## src/bzm_params.svh

```systemverilog
// constants of the buzzer and melody tone generator: register indexes,
// field positions, reset values and timing counts.
// assumes a single system clock; included by the top, the tick generator, the tone divider and the bench.
`ifndef BZM_PARAMS_SVH
`define BZM_PARAMS_SVH

// ==========================================================
// timing
`define BZM_CLK_PERIOD_NS 50
`define BZM_UNIT_NS 1000000
`define BZM_CYC_PER_MS (`BZM_UNIT_NS / `BZM_CLK_PERIOD_NS)
`define BZM_BASE_LO 32
`define BZM_BASE_HI 64

// ==========================================================
// register indexes (the address on the bus is the index itself)
`define BZM_IDX_A_PITCH_LO 16'hA040
`define BZM_IDX_A_PITCH_HI 16'hA041
`define BZM_IDX_A_LENGTH 16'hA042
`define BZM_IDX_A_GAP 16'hA043
`define BZM_IDX_B_PITCH_LO 16'hA044
`define BZM_IDX_B_PITCH_HI 16'hA045
`define BZM_IDX_B_LENGTH 16'hA046
`define BZM_IDX_B_GAP 16'hA047
`define BZM_IDX_CONFIG 16'hA048
`define BZM_IDX_WIN_LENGTH 16'hA049
`define BZM_IDX_TIMEBASE 16'hA04A
`define BZM_IDX_MELODY_CTRL 16'hA04B
`define BZM_IDX_IRQ_STATUS 16'hA04C
`define BZM_IDX_IRQ_MASK 16'hA04D
`define BZM_RST_VAL 8'h00

// ==========================================================
// beeper_config fields
`define BZM_CFG_EN 7
`define BZM_CFG_POL 6
`define BZM_CFG_IENB 5
`define BZM_CFG_IENA 4
`define BZM_CFG_FLGB 3
`define BZM_CFG_FLGA 2
`define BZM_CFG_CMDB 1
`define BZM_CFG_CMDA 0

// ==========================================================
// note_timebase, melody control and irq fields
`define BZM_TB_TU_HI 7
`define BZM_TB_TU_LO 6
`define BZM_TB_BASE 4
`define BZM_TB_WIEN 1
`define BZM_TB_WFLG 0
`define BZM_MC_PINGPONG 0
`define BZM_IRQ_A 0
`define BZM_IRQ_B 1
`define BZM_IRQ_WIN 2

`endif

```

## src/bzm_pkg.sv

```systemverilog
// types shared by the buzzer and melody tone generator.
// assumes nothing of its surroundings.
package bzm_pkg;

  // ==========================================================
  // playback states, gray along idle -> tone -> gap
  typedef enum logic [1:0] {
    BZM_IDLE = 2'b00,
    BZM_TONE = 2'b01,
    BZM_GAP = 2'b11
  } bzm_state_e;

endpackage : bzm_pkg

```

## src/bzm_top.sv

```systemverilog
// buzzer and melody tone generator with avalon-mm register slave.
// assumes one 20 MHz clock; the bus address is the register index.
//
// Functional notes
// - tone is clock / base / (pitch + 1)
// - base is 32, or 64 when selected
// - tone lasts time unit times length
// - silent gap lasts time unit times gap
// - time unit field selects 1/2/4/8 ms
// - any note start restarts window timer
// - window expiry sets sticky flag, optional interrupt
// - enabled note end sets flag, write 0 clears
// - writing one starts note, zero ignored
// - start bit self clears after note completes
// - both started together: A then B
// - busy bits read where start bits written
// - play once in sequence or ping-pong
//
// The Avalon-MM register port was decided locally.
`timescale 1ns/10ps
`include "bzm_params.svh"
module bzm_top import bzm_pkg::*; #(
  parameter int CYC_PER_MS = `BZM_CYC_PER_MS
) (
  // clock and reset
  input wire logic clk_i,
  input wire logic reset_n_i,
  // avalon-mm slave
  input wire logic [15:0] avs_address_i,
  input wire logic avs_read_i,
  input wire logic avs_write_i,
  input wire logic [31:0] avs_writedata_i,
  output logic [31:0] avs_readdata_o,
  output logic avs_waitrequest_o,
  // buzzer side
  output logic beeper_pin_o,
  output logic drive_window_o,
  // interrupt
  output logic irq_o
);

  // ==========================================================
  // declarations
  logic ack_q, ack_d;
  logic [7:0] rdata_q, rdata_d;
  logic wr_en;
  logic [7:0] wd;
  logic [11:0] pitch_a_q, pitch_a_d, pitch_b_q, pitch_b_d;
  logic [7:0] len_a_q, len_a_d, len_b_q, len_b_d;
  logic [7:0] gap_a_q, gap_a_d, gap_b_q, gap_b_d;
  logic [7:0] win_len_q, win_len_d;
  logic en_q, en_d, pol_q, pol_d, iena_q, iena_d, ienb_q, ienb_d;
  logic flga_q, flga_d, flgb_q, flgb_d, cmda_q, cmda_d, cmdb_q, cmdb_d;
  logic [1:0] tu_q, tu_d;
  logic tone_base_select_q, tone_base_select_d, wien_q, wien_d, wflg_q, wflg_d, pp_q, pp_d;
  logic [2:0] sts_q, sts_d, msk_q, msk_d, sts_set;
  bzm_state_e st_q, st_d;
  logic sel_q, sel_d;
  logic [7:0] cnt_q, cnt_d, win_cnt_q, win_cnt_d;
  logic win_run_q, win_run_d;
  logic pin_q, pin_d;
  logic tick, wave, launch, done, win_exp;
  logic [7:0] cur_len, cur_gap;
  logic busy_a, busy_b;

  // ==========================================================
  // helpers
  function automatic logic hit(input logic [15:0] a, input logic [15:0] idx);
    hit = (a == idx);
  endfunction : hit

  // a hardware set wins over a software clear in the same cycle
  function automatic logic flag_upd(input logic set, input logic cur, input logic clr);
    flag_upd = set | (cur & ~clr);
  endfunction : flag_upd

  // ==========================================================
  // bus slave: one wait state, then write lands and read data stand
  always_comb begin
    ack_d = (avs_read_i | avs_write_i) & ~ack_q;
    rdata_d = rdata_q;
    if (avs_read_i & ~ack_q) begin
      unique case (avs_address_i)
        `BZM_IDX_A_PITCH_LO: rdata_d = pitch_a_q[7:0];
        `BZM_IDX_A_PITCH_HI: rdata_d = {4'h0, pitch_a_q[11:8]};
        `BZM_IDX_A_LENGTH: rdata_d = len_a_q;
        `BZM_IDX_A_GAP: rdata_d = gap_a_q;
        `BZM_IDX_B_PITCH_LO: rdata_d = pitch_b_q[7:0];
        `BZM_IDX_B_PITCH_HI: rdata_d = {4'h0, pitch_b_q[11:8]};
        `BZM_IDX_B_LENGTH: rdata_d = len_b_q;
        `BZM_IDX_B_GAP: rdata_d = gap_b_q;
        `BZM_IDX_CONFIG: rdata_d = {en_q, pol_q, ienb_q, iena_q, flgb_q, flga_q,
                                    busy_b, busy_a};
        `BZM_IDX_WIN_LENGTH: rdata_d = win_len_q;
        `BZM_IDX_TIMEBASE: rdata_d = {tu_q, 1'b0, tone_base_select_q, 2'b00, wien_q, wflg_q};
        `BZM_IDX_MELODY_CTRL: rdata_d = {7'h00, pp_q};
        `BZM_IDX_IRQ_STATUS: rdata_d = {5'h00, sts_q};
        `BZM_IDX_IRQ_MASK: rdata_d = {5'h00, msk_q};
        default: rdata_d = 8'h00;
      endcase
    end
  end

  always_ff @(posedge clk_i or negedge reset_n_i) begin
    if (!reset_n_i) begin
      ack_q <= 1'b0;
      rdata_q <= 8'h00;
    end else begin
      ack_q <= ack_d;
      rdata_q <= rdata_d;
    end
  end

  assign avs_waitrequest_o = (avs_read_i | avs_write_i) & ~ack_q;
  assign avs_readdata_o = {24'h000000, rdata_q};
  assign wr_en = avs_write_i & ack_q;
  assign wd = avs_writedata_i[7:0];
  assign busy_a = (st_q != BZM_IDLE) & ~sel_q;
  assign busy_b = (st_q != BZM_IDLE) & sel_q;

  // ==========================================================
  // registers written by software, with hardware set and clear
  always_comb begin
    pitch_a_d = pitch_a_q;
    pitch_b_d = pitch_b_q;
    len_a_d = len_a_q;
    len_b_d = len_b_q;
    gap_a_d = gap_a_q;
    gap_b_d = gap_b_q;
    win_len_d = win_len_q;
    en_d = en_q;
    pol_d = pol_q;
    iena_d = iena_q;
    ienb_d = ienb_q;
    tu_d = tu_q;
    tone_base_select_d = tone_base_select_q;
    wien_d = wien_q;
    pp_d = pp_q;
    msk_d = msk_q;
    if (wr_en) begin
      unique case (avs_address_i)
        `BZM_IDX_A_PITCH_LO: pitch_a_d[7:0] = wd;
        `BZM_IDX_A_PITCH_HI: pitch_a_d[11:8] = wd[3:0];
        `BZM_IDX_A_LENGTH: len_a_d = wd;
        `BZM_IDX_A_GAP: gap_a_d = wd;
        `BZM_IDX_B_PITCH_LO: pitch_b_d[7:0] = wd;
        `BZM_IDX_B_PITCH_HI: pitch_b_d[11:8] = wd[3:0];
        `BZM_IDX_B_LENGTH: len_b_d = wd;
        `BZM_IDX_B_GAP: gap_b_d = wd;
        `BZM_IDX_CONFIG: begin
          en_d = wd[`BZM_CFG_EN];
          pol_d = wd[`BZM_CFG_POL];
          ienb_d = wd[`BZM_CFG_IENB];
          iena_d = wd[`BZM_CFG_IENA];
        end
        `BZM_IDX_WIN_LENGTH: win_len_d = wd;
        `BZM_IDX_TIMEBASE: begin
          tu_d = wd[`BZM_TB_TU_HI:`BZM_TB_TU_LO];
          tone_base_select_d = wd[`BZM_TB_BASE];
          wien_d = wd[`BZM_TB_WIEN];
        end
        `BZM_IDX_MELODY_CTRL: pp_d = wd[`BZM_MC_PINGPONG];
        `BZM_IDX_IRQ_MASK: msk_d = wd[2:0];
        default: ;
      endcase
    end
    // start bits: only a written one acts, completion clears them
    cmda_d = en_d & (((wr_en & hit(avs_address_i, `BZM_IDX_CONFIG) & wd[`BZM_CFG_CMDA])
             | (launch & ~sel_d)) | (cmda_q & ~(done & ~sel_q)));
    cmdb_d = en_d & (((wr_en & hit(avs_address_i, `BZM_IDX_CONFIG) & wd[`BZM_CFG_CMDB])
             | (launch & sel_d)) | (cmdb_q & ~(done & sel_q)));
    flga_d = flag_upd(done & ~sel_q & iena_q, flga_q,
                      wr_en & hit(avs_address_i, `BZM_IDX_CONFIG) & ~wd[`BZM_CFG_FLGA]);
    flgb_d = flag_upd(done & sel_q & ienb_q, flgb_q,
                      wr_en & hit(avs_address_i, `BZM_IDX_CONFIG) & ~wd[`BZM_CFG_FLGB]);
    wflg_d = flag_upd(win_exp, wflg_q,
                      wr_en & hit(avs_address_i, `BZM_IDX_TIMEBASE) & ~wd[`BZM_TB_WFLG]);
    sts_set = {win_exp & wien_q, done & sel_q & ienb_q, done & ~sel_q & iena_q};
    sts_d = sts_set | (sts_q & ~((wr_en & hit(avs_address_i, `BZM_IDX_IRQ_STATUS))
                                 ? wd[2:0] : 3'h0));
  end

  always_ff @(posedge clk_i or negedge reset_n_i) begin
    if (!reset_n_i) begin
      pitch_a_q <= 12'h000;
      pitch_b_q <= 12'h000;
      len_a_q <= `BZM_RST_VAL;
      len_b_q <= `BZM_RST_VAL;
      gap_a_q <= `BZM_RST_VAL;
      gap_b_q <= `BZM_RST_VAL;
      win_len_q <= `BZM_RST_VAL;
      {en_q, pol_q, ienb_q, iena_q, flgb_q, flga_q, cmdb_q, cmda_q} <= `BZM_RST_VAL;
      tu_q <= 2'h0;
      tone_base_select_q <= 1'b0;
      wien_q <= 1'b0;
      wflg_q <= 1'b0;
      pp_q <= 1'b0;
      sts_q <= 3'h0;
      msk_q <= 3'h0;
    end else begin
      pitch_a_q <= pitch_a_d;
      pitch_b_q <= pitch_b_d;
      len_a_q <= len_a_d;
      len_b_q <= len_b_d;
      gap_a_q <= gap_a_d;
      gap_b_q <= gap_b_d;
      win_len_q <= win_len_d;
      {en_q, pol_q, ienb_q, iena_q, flgb_q, flga_q, cmdb_q, cmda_q} <=
        {en_d, pol_d, ienb_d, iena_d, flgb_d, flga_d, cmdb_d, cmda_d};
      tu_q <= tu_d;
      tone_base_select_q <= tone_base_select_d;
      wien_q <= wien_d;
      wflg_q <= wflg_d;
      pp_q <= pp_d;
      sts_q <= sts_d;
      msk_q <= msk_d;
    end
  end

  assign irq_o = |(sts_q & msk_q);

  // ==========================================================
  // playback sequencer
  assign cur_len = sel_q ? len_b_q : len_a_q;
  assign cur_gap = sel_q ? gap_b_q : gap_a_q;

  always_comb begin
    st_d = st_q;
    sel_d = sel_q;
    cnt_d = cnt_q;
    launch = 1'b0;
    done = 1'b0;
    if (!en_q) begin
      st_d = BZM_IDLE;
      cnt_d = 8'h00;
    end else begin
      unique case (st_q)
        BZM_IDLE: begin
          if (cmda_q | cmdb_q) begin
            launch = 1'b1;
            sel_d = ~cmda_q;
            st_d = BZM_TONE;
            cnt_d = 8'h00;
          end
        end
        BZM_TONE: begin
          if (cnt_q == cur_len) begin
            st_d = BZM_GAP;
            cnt_d = 8'h00;
          end else if (tick) begin
            cnt_d = cnt_q + 8'h01;
          end
        end
        BZM_GAP: begin
          if (cnt_q == cur_gap) begin
            done = 1'b1;
            cnt_d = 8'h00;
            // sequence: B follows A if started; ping-pong: always swap
            if (pp_q | (sel_q ? cmda_q : cmdb_q)) begin
              launch = 1'b1;
              sel_d = ~sel_q;
              st_d = BZM_TONE;
            end else begin
              st_d = BZM_IDLE;
            end
          end else if (tick) begin
            cnt_d = cnt_q + 8'h01;
          end
        end
        default: st_d = BZM_IDLE;
      endcase
    end
  end

  // ==========================================================
  // drive-window timer and pin
  always_comb begin
    win_exp = win_run_q & (win_cnt_q == win_len_q);
    win_run_d = win_run_q & ~win_exp & en_q;
    win_cnt_d = (win_run_q & tick) ? win_cnt_q + 8'h01 : win_cnt_q;
    if (launch) begin
      win_run_d = 1'b1;
      win_cnt_d = 8'h00;
    end
    pin_d = pol_q ^ (en_q & (st_q == BZM_TONE) & wave);
  end

  always_ff @(posedge clk_i or negedge reset_n_i) begin
    if (!reset_n_i) begin
      st_q <= BZM_IDLE;
      sel_q <= 1'b0;
      cnt_q <= 8'h00;
      win_cnt_q <= 8'h00;
      win_run_q <= 1'b0;
      pin_q <= 1'b0;
    end else begin
      st_q <= st_d;
      sel_q <= sel_d;
      cnt_q <= cnt_d;
      win_cnt_q <= win_cnt_d;
      win_run_q <= win_run_d;
      pin_q <= pin_d;
    end
  end

  assign beeper_pin_o = pin_q;
  assign drive_window_o = win_run_q;

  // ==========================================================
  // sub-blocks
  bzm_tick_gen #(
    .CYC_PER_MS(CYC_PER_MS)
  ) u_tick (
    .clk_i(clk_i),
    .reset_n_i(reset_n_i),
    .clear_i(launch | ~en_q),
    .tu_sel_i(tu_q),
    .tick_o(tick)
  );

  bzm_tone_div #(
    .PW(12)
  ) u_tone (
    .clk_i(clk_i),
    .reset_n_i(reset_n_i),
    .run_i(en_q & (st_q == BZM_TONE)),
    .base_sel_i(tone_base_select_q),
    .pitch_i(sel_q ? pitch_b_q : pitch_a_q),
    .wave_o(wave)
  );
endmodule : bzm_top

```

## src/bzm_tick_gen.sv

```systemverilog
// time unit tick generator: one pulse every 1, 2, 4 or 8 ms.
// assumes clear_i is on the same clock; held high, it keeps the tick off.
`timescale 1ns/10ps
`include "bzm_params.svh"
module bzm_tick_gen import bzm_pkg::*; #(
  parameter int CYC_PER_MS = `BZM_CYC_PER_MS
) (
  // clock and reset
  input wire logic clk_i,
  input wire logic reset_n_i,
  // control
  input wire logic clear_i,
  input wire logic [1:0] tu_sel_i,
  // tick
  output logic tick_o
);
  localparam int W = (CYC_PER_MS > 1) ? $clog2(CYC_PER_MS) : 1;
  localparam logic [W-1:0] LAST = W'(CYC_PER_MS - 1);

  logic [W-1:0] ms_q, ms_d;
  logic [2:0] unit_q, unit_d, unit_lim;
  logic tick_q, tick_d;

  // ==========================================================
  // millisecond prescaler and unit multiplier
  always_comb begin
    unique case (tu_sel_i)
      2'b00: unit_lim = 3'h0;
      2'b01: unit_lim = 3'h1;
      2'b10: unit_lim = 3'h3;
      2'b11: unit_lim = 3'h7;
    endcase
    ms_d = (ms_q == LAST) ? '0 : ms_q + W'(1);
    unit_d = unit_q;
    tick_d = 1'b0;
    if (ms_q == LAST) begin
      unit_d = (unit_q >= unit_lim) ? 3'h0 : unit_q + 3'h1;
      tick_d = (unit_q >= unit_lim);
    end
    // restart so a note's first unit is a whole unit long
    if (clear_i) begin
      ms_d = '0;
      unit_d = 3'h0;
      tick_d = 1'b0;
    end
  end

  always_ff @(posedge clk_i or negedge reset_n_i) begin
    if (!reset_n_i) begin
      ms_q <= '0;
      unit_q <= 3'h0;
      tick_q <= 1'b0;
    end else begin
      ms_q <= ms_d;
      unit_q <= unit_d;
      tick_q <= tick_d;
    end
  end

  assign tick_o = tick_q;

endmodule : bzm_tick_gen

```

## src/bzm_tone_div.sv

```systemverilog
// tone divider: square wave at clock / base / (pitch + 1).
// assumes run_i is low outside a sounding note; low run resets the wave.
`timescale 1ns/10ps
`include "bzm_params.svh"
module bzm_tone_div import bzm_pkg::*; #(
  parameter int PW = 12
) (
  // clock and reset
  input wire logic clk_i,
  input wire logic reset_n_i,
  // control
  input wire logic run_i,
  input wire logic base_sel_i,
  input wire logic [PW-1:0] pitch_i,
  // wave
  output logic wave_o
);
  // the wave toggles twice a period, so each half runs on half the base
  localparam logic [5:0] PRE_LO = 6'(`BZM_BASE_LO / 2 - 1);
  localparam logic [5:0] PRE_HI = 6'(`BZM_BASE_HI / 2 - 1);

  logic [5:0] pre_q, pre_d;
  logic [PW-1:0] div_q, div_d;
  logic wave_q, wave_d;
  logic pre_wrap;

  // ==========================================================
  // base prescaler then pitch divider
  always_comb begin
    pre_wrap = (pre_q == (base_sel_i ? PRE_HI : PRE_LO));
    pre_d = pre_wrap ? 6'h00 : pre_q + 6'h01;
    div_d = div_q;
    wave_d = wave_q;
    if (pre_wrap) begin
      div_d = (div_q >= pitch_i) ? '0 : div_q + PW'(1);
      if (div_q >= pitch_i) begin
        wave_d = ~wave_q;
      end
    end
    if (!run_i) begin
      pre_d = 6'h00;
      div_d = '0;
      wave_d = 1'b0;
    end
  end

  always_ff @(posedge clk_i or negedge reset_n_i) begin
    if (!reset_n_i) begin
      pre_q <= 6'h00;
      div_q <= '0;
      wave_q <= 1'b0;
    end else begin
      pre_q <= pre_d;
      div_q <= div_d;
      wave_q <= wave_d;
    end
  end

  assign wave_o = wave_q;

endmodule : bzm_tone_div

```

## config.mk

```make
export PLATFORM = sky130hd
export DESIGN_NAME = bzm_top
export DESIGN_NICKNAME = d
export VERILOG_FILES = /design/src/bzm_pkg.sv /design/src/bzm_top.sv /design/src/bzm_tick_gen.sv /design/src/bzm_tone_div.sv
export VERILOG_INCLUDE_DIRS = /design/src
export SDC_FILE = /design/constraint.sdc
export NUM_CORES = 1
export LEC_CHECK = 0
export ABC_CLOCK_PERIOD_IN_PS = 3240
export BUFFER_PORTS_ARGS = -buffer_cell sky130_fd_sc_hd__buf_4
export CAP_MARGIN = 30
export CELL_PAD_IN_SITES_DETAIL_PLACEMENT = 1
export CELL_PAD_IN_SITES_GLOBAL_PLACEMENT = 2
export CORE_MARGIN = 8
export CORE_UTILIZATION = 35
export DETAILED_ROUTE_END_ITERATION = 10
export PLACE_DENSITY_LB_ADDON = 0.1
export SYNTH_ARGS = -nofsm -noshare
export SYNTH_HDL_FRONTEND = slang
export SYNTH_SLANG_ARGS = --single-unit
```

## constraint.sdc

```tcl
create_clock -name clk_i -period 3.24 [get_ports clk_i]
set_clock_uncertainty 0.15 [all_clocks]
set_input_delay 0.324 -clock clk_i [delete_from_list [all_inputs] [get_ports clk_i]]
set_output_delay 0.324 -clock clk_i [all_outputs]
set_load 0.02 [all_outputs]
```

==> results by group <==
STA
  • RSZ-0062 raised after global routing: no
  • TNS Setup: 0 ns
  • Final hold vios: 0
  • Final critical-path share of the clock period: 0.929
  • Final min period: 3.01 ns
  • Fmax: 0.332 GHz
  • Count of final setup violators: 0
  • Worst-margin pin slew: 0.773 ns
  • Relative slew slack: 0.485
  • Max Slew Vio Count: 0

Clock network
  • CTS sink cnt: 152
  • Post-CTS Setup Bufs: 0
  • Latest clock arrival within the worst-skew pair: 0.43 ns
  • CTS Root Cell: clkbuf_16
  • Worst-path clk slew: 0.06 ns
  • Htree depth: 4
  • Max Buffers Root-to-Sink: 2
  • Total CTS buffers: 17
  • CTS tree: yes

Worst setup path
  • CP Capture Type: register
  • Cells along the critical path: buf_4 -> mux2i_1 -> xnor2_1 -> nor4_2 -> nand2_1 -> a21o_1 -> o21a_1 -> and2_1
  • Slowest CP cell: dfrtp_2
  • Crit path max fanout: 13
  • Startpoint types: register
  • R2R Setup Slk: 0.23 ns
  • WP data arrival: 3.18 ns
  • Max stage delay on crit path: 0.53 ns
  • CP Data Required Time: 3.41 ns
  • Crit Path Category: register to register

Final layout
  • Non-Filler Instances: 1201
  • Final Core Density: 0.405
  • Layout net count: 942
  • Area growth syn-to-layout: 14.9%
  • # diodes: 0
  • Layout cells sized above 1: 0.169
  • Finished Cell Area: 9770 µm²

Floorplanning
  • Total core area: 24100 µm²
  • Starting Density: 0.353
  • Die H: 172 µm
  • Die area: 29500 µm²
  • Rows: 57
  • I/O pin count: 88
  • Die W: 172 µm

Synthesis
  • Count of different cell masters after synthesis: 72
  • Mapped Cells: 813
  • Post-synth top area share: 0.448
  • Cell taking the most area after synthesis: dfrtp_1
  • Ys async rst share: 1.00
  • Post-synth EDFFs: 0
  • Ys flop type: dfrtp_1
  • Post-Syn Area: 8500 µm²
  • Synth Area per Inst: 10.5 µm²
  • Register area share after synthesis: 0.448
  • #FFs+latches synth: 152
  • Syn. warnings: 0
  • Area contributors post-synth: dfrtp_1, mux2_1, mux2i_1, xnor2_1, ha_1

Drt
  • Total routed wirelength: 25.5 mm
  • DR iter-0 viols: 363
  • Antenna-violating nets left: 0
  • First-pass DRT Iterations: 4
  • Average via count per standard cell: 5.29
  • Routed vias: 6353
  • Drc violations: 0
  • Per-cell routed wire length: 21.2 µm

Placement
  • GP Congestion: 0.851
  • DP Area: 9200 µm²
  • Placed wire-length estimate: 19.2 mm
  • IO buf count: 39
  • Placed cells: 1169

Power and ir drop
  • Worst vdd ir: 342 µV
  • Comb power frac: 0.046
  • Internal Power: 0.00303 W
  • Switch share: 0.248
  • Clock power frac: 0.481
  • Flop pwr share: 0.472
  • Leakage Power: 4.41 nW
  • Psw: 0.000998 W
  • Pwr dens: 412 nW/µm²

Global route
  • Vias in the first global route: 6982
  • Grt ovf: 0
  • Initial antenna violation count: 1
  • First-pass GRT wire length: 41.0 mm
  • Largest net degree at the start of global routing: 64
  • Total track usage: 0.182

Min path
  • Hold WC Path Type: primary input to register

Outcome
  • Status: completed

Job
  • Number of max-cap violations: 0
cell type report:
| cell class | instances | area [µm²] |
|---|---|---|
| inverter | 13 | 48.8 |
| multi-input combinational | 613 | 4410 |
| timing repair buffer | 68 | 542 |
| clock inverter | 13 | 121 |
| tap | 324 | 405 |
| clock buffer | 18 | 439 |
| sequential | 152 | 3800 |
| fill | 2739 | 14300 |
sequential cells by signal (all words and copies together) (netlist names), 2 cells and up:
name           cells
win_cnt_q          8
sts_q              3
gap_a_q            8
pitch_b_q         12
rdata_q            8
msk_q              3
tu_q               2
u_tick.ms_q       15
u_tick.unit_q      3
cnt_q              8
pitch_a_q         12
u_tone.pre_q       6
len_b_q            8
len_a_q            8
u_tone.div_q      12
gap_b_q            8
st_q               2
win_len_q          8
layer usage:
layer | track usage | up-vias | wire length [µm]
met5 | 0 | - | 0
met4 | 0.0521 | 0 | 353
met1 | 0.237 | 3250 | 11400
met3 | 0.0308 | 21 | 1090
met2 | 0.306 | 113 | 12700
li1 | - | 2969 | -
power by group through the flow:
stage / combinational (W) / sequential (W) / clock [W]
6_report: 0.000186 / 0.00190 / 0.00194
5_1_grt: 0.000203 / 0.00190 / 0.00207
4_1_cts: 0.000188 / 0.00190 / 0.00199
3_5_place_dp: 0.000186 / 0.00194 / 0
3_3_place_gp: 0.000183 / 0.00194 / 0
2_1_floorplan: 0.0000965 / 0.00194 / 0
what timing repair did:
action                                  in CTS  in global routing
hold endpoints to repair                    60                  0
hold buffers                                 1                  0
endpoints found under the setup margin       0                  0
resized for setup                            0                  0
final timing paths:
path                                           startpoint                         to  cells past startpoint
min in group asynchronous                       reset_n_i   u_tick.ms_q[0]$_DFF_PN0_                      2
worst max register to register            sel_q$_DFF_PN0_       cnt_q[4]$_DFFE_PN0P_                      8
worst min-delay path                           avs_read_i            ack_q$_DFF_PN0_                      3
worst min register to register  u_tone.pre_q[0]$_DFF_PN0_  u_tone.pre_q[0]$_DFF_PN0_                      1
max in group asynchronous                       reset_n_i     len_a_q[6]$_DFFE_PN0P_                      3
worst max-delay path                      sel_q$_DFF_PN0_       cnt_q[4]$_DFFE_PN0P_                      8
cell usage in the layout, fill, tap and decap left out, types with 11 or more instances in the layout:
cell and count:
xnor2_1 39, dfrtp_1 151, inv_1 12, a21oi_1 11
conb_1 24, o21ai_0 25, xor2_1 22, mux2i_1 38
mux2_2 27, nand4_1 17, ha_1 25, buf_4 64
nand3_1 32, clkbuf_16 17, a22oi_1 12, mux2_1 47
nand2_1 74, nor2_1 68
critical path, delay by kind of cell, from the launching register on:
| family | cells | cell delay, ns |
|---|---|---|
| mux | 1 | 0.31 |
| simple gates | 3 | 0.90 |
| flops | 1 | 0.53 |
| buf+inv | 1 | 0.32 |
| compound gates | 2 | 0.56 |
| xor+xnor | 1 | 0.12 |
kinds of logic (layout without fill, tap and decap cells):
group / count (synthesis) / count (layout) / share of synthesized area
AO/OA/AOI/OAI: 119 / 119 / 0.0992
other: 1 / 24 / 0.000441
adder cells (fa/ha/maj): 25 / 25 / 0.0368
flip-flops: 152 / 152 / 0.448
AND/OR/NAND/NOR: 272 / 272 / 0.165
multiplexers: 112 / 112 / 0.143
buffers and inverters: 71 / 112 / 0.0448
XOR/XNOR: 61 / 61 / 0.0629
through the flow:
step           setup WS, ns  power (W)  hold slack [ns]
6_report              0.229    0.00402           0.0315
5_1_grt             0.00663    0.00417           0.0587
4_1_cts               0.180    0.00408           0.0138
3_5_place_dp          0.203    0.00212            0.227
3_3_place_gp          0.274    0.00212            0.217
2_1_floorplan        0.0226    0.00203           -0.122
cells in the mapped netlist (10+ instances only):
master	number
a21oi_1	11
nand4_1	17
buf_4	25
inv_1	12
mux2_1	47
nand3_1	32
nor2_1	68
mux2i_1	38
a22oi_1	12
buf_2	10
xnor2_1	39
a21o_1	10
ha_1	25
mux2_2	27
nand2_1	74
and2_1	10
xor2_1	22
clkbuf_1	17
dfrtp_1	152
o21ai_0	25
No activity file was read; power rests on OpenSTA's default activity.
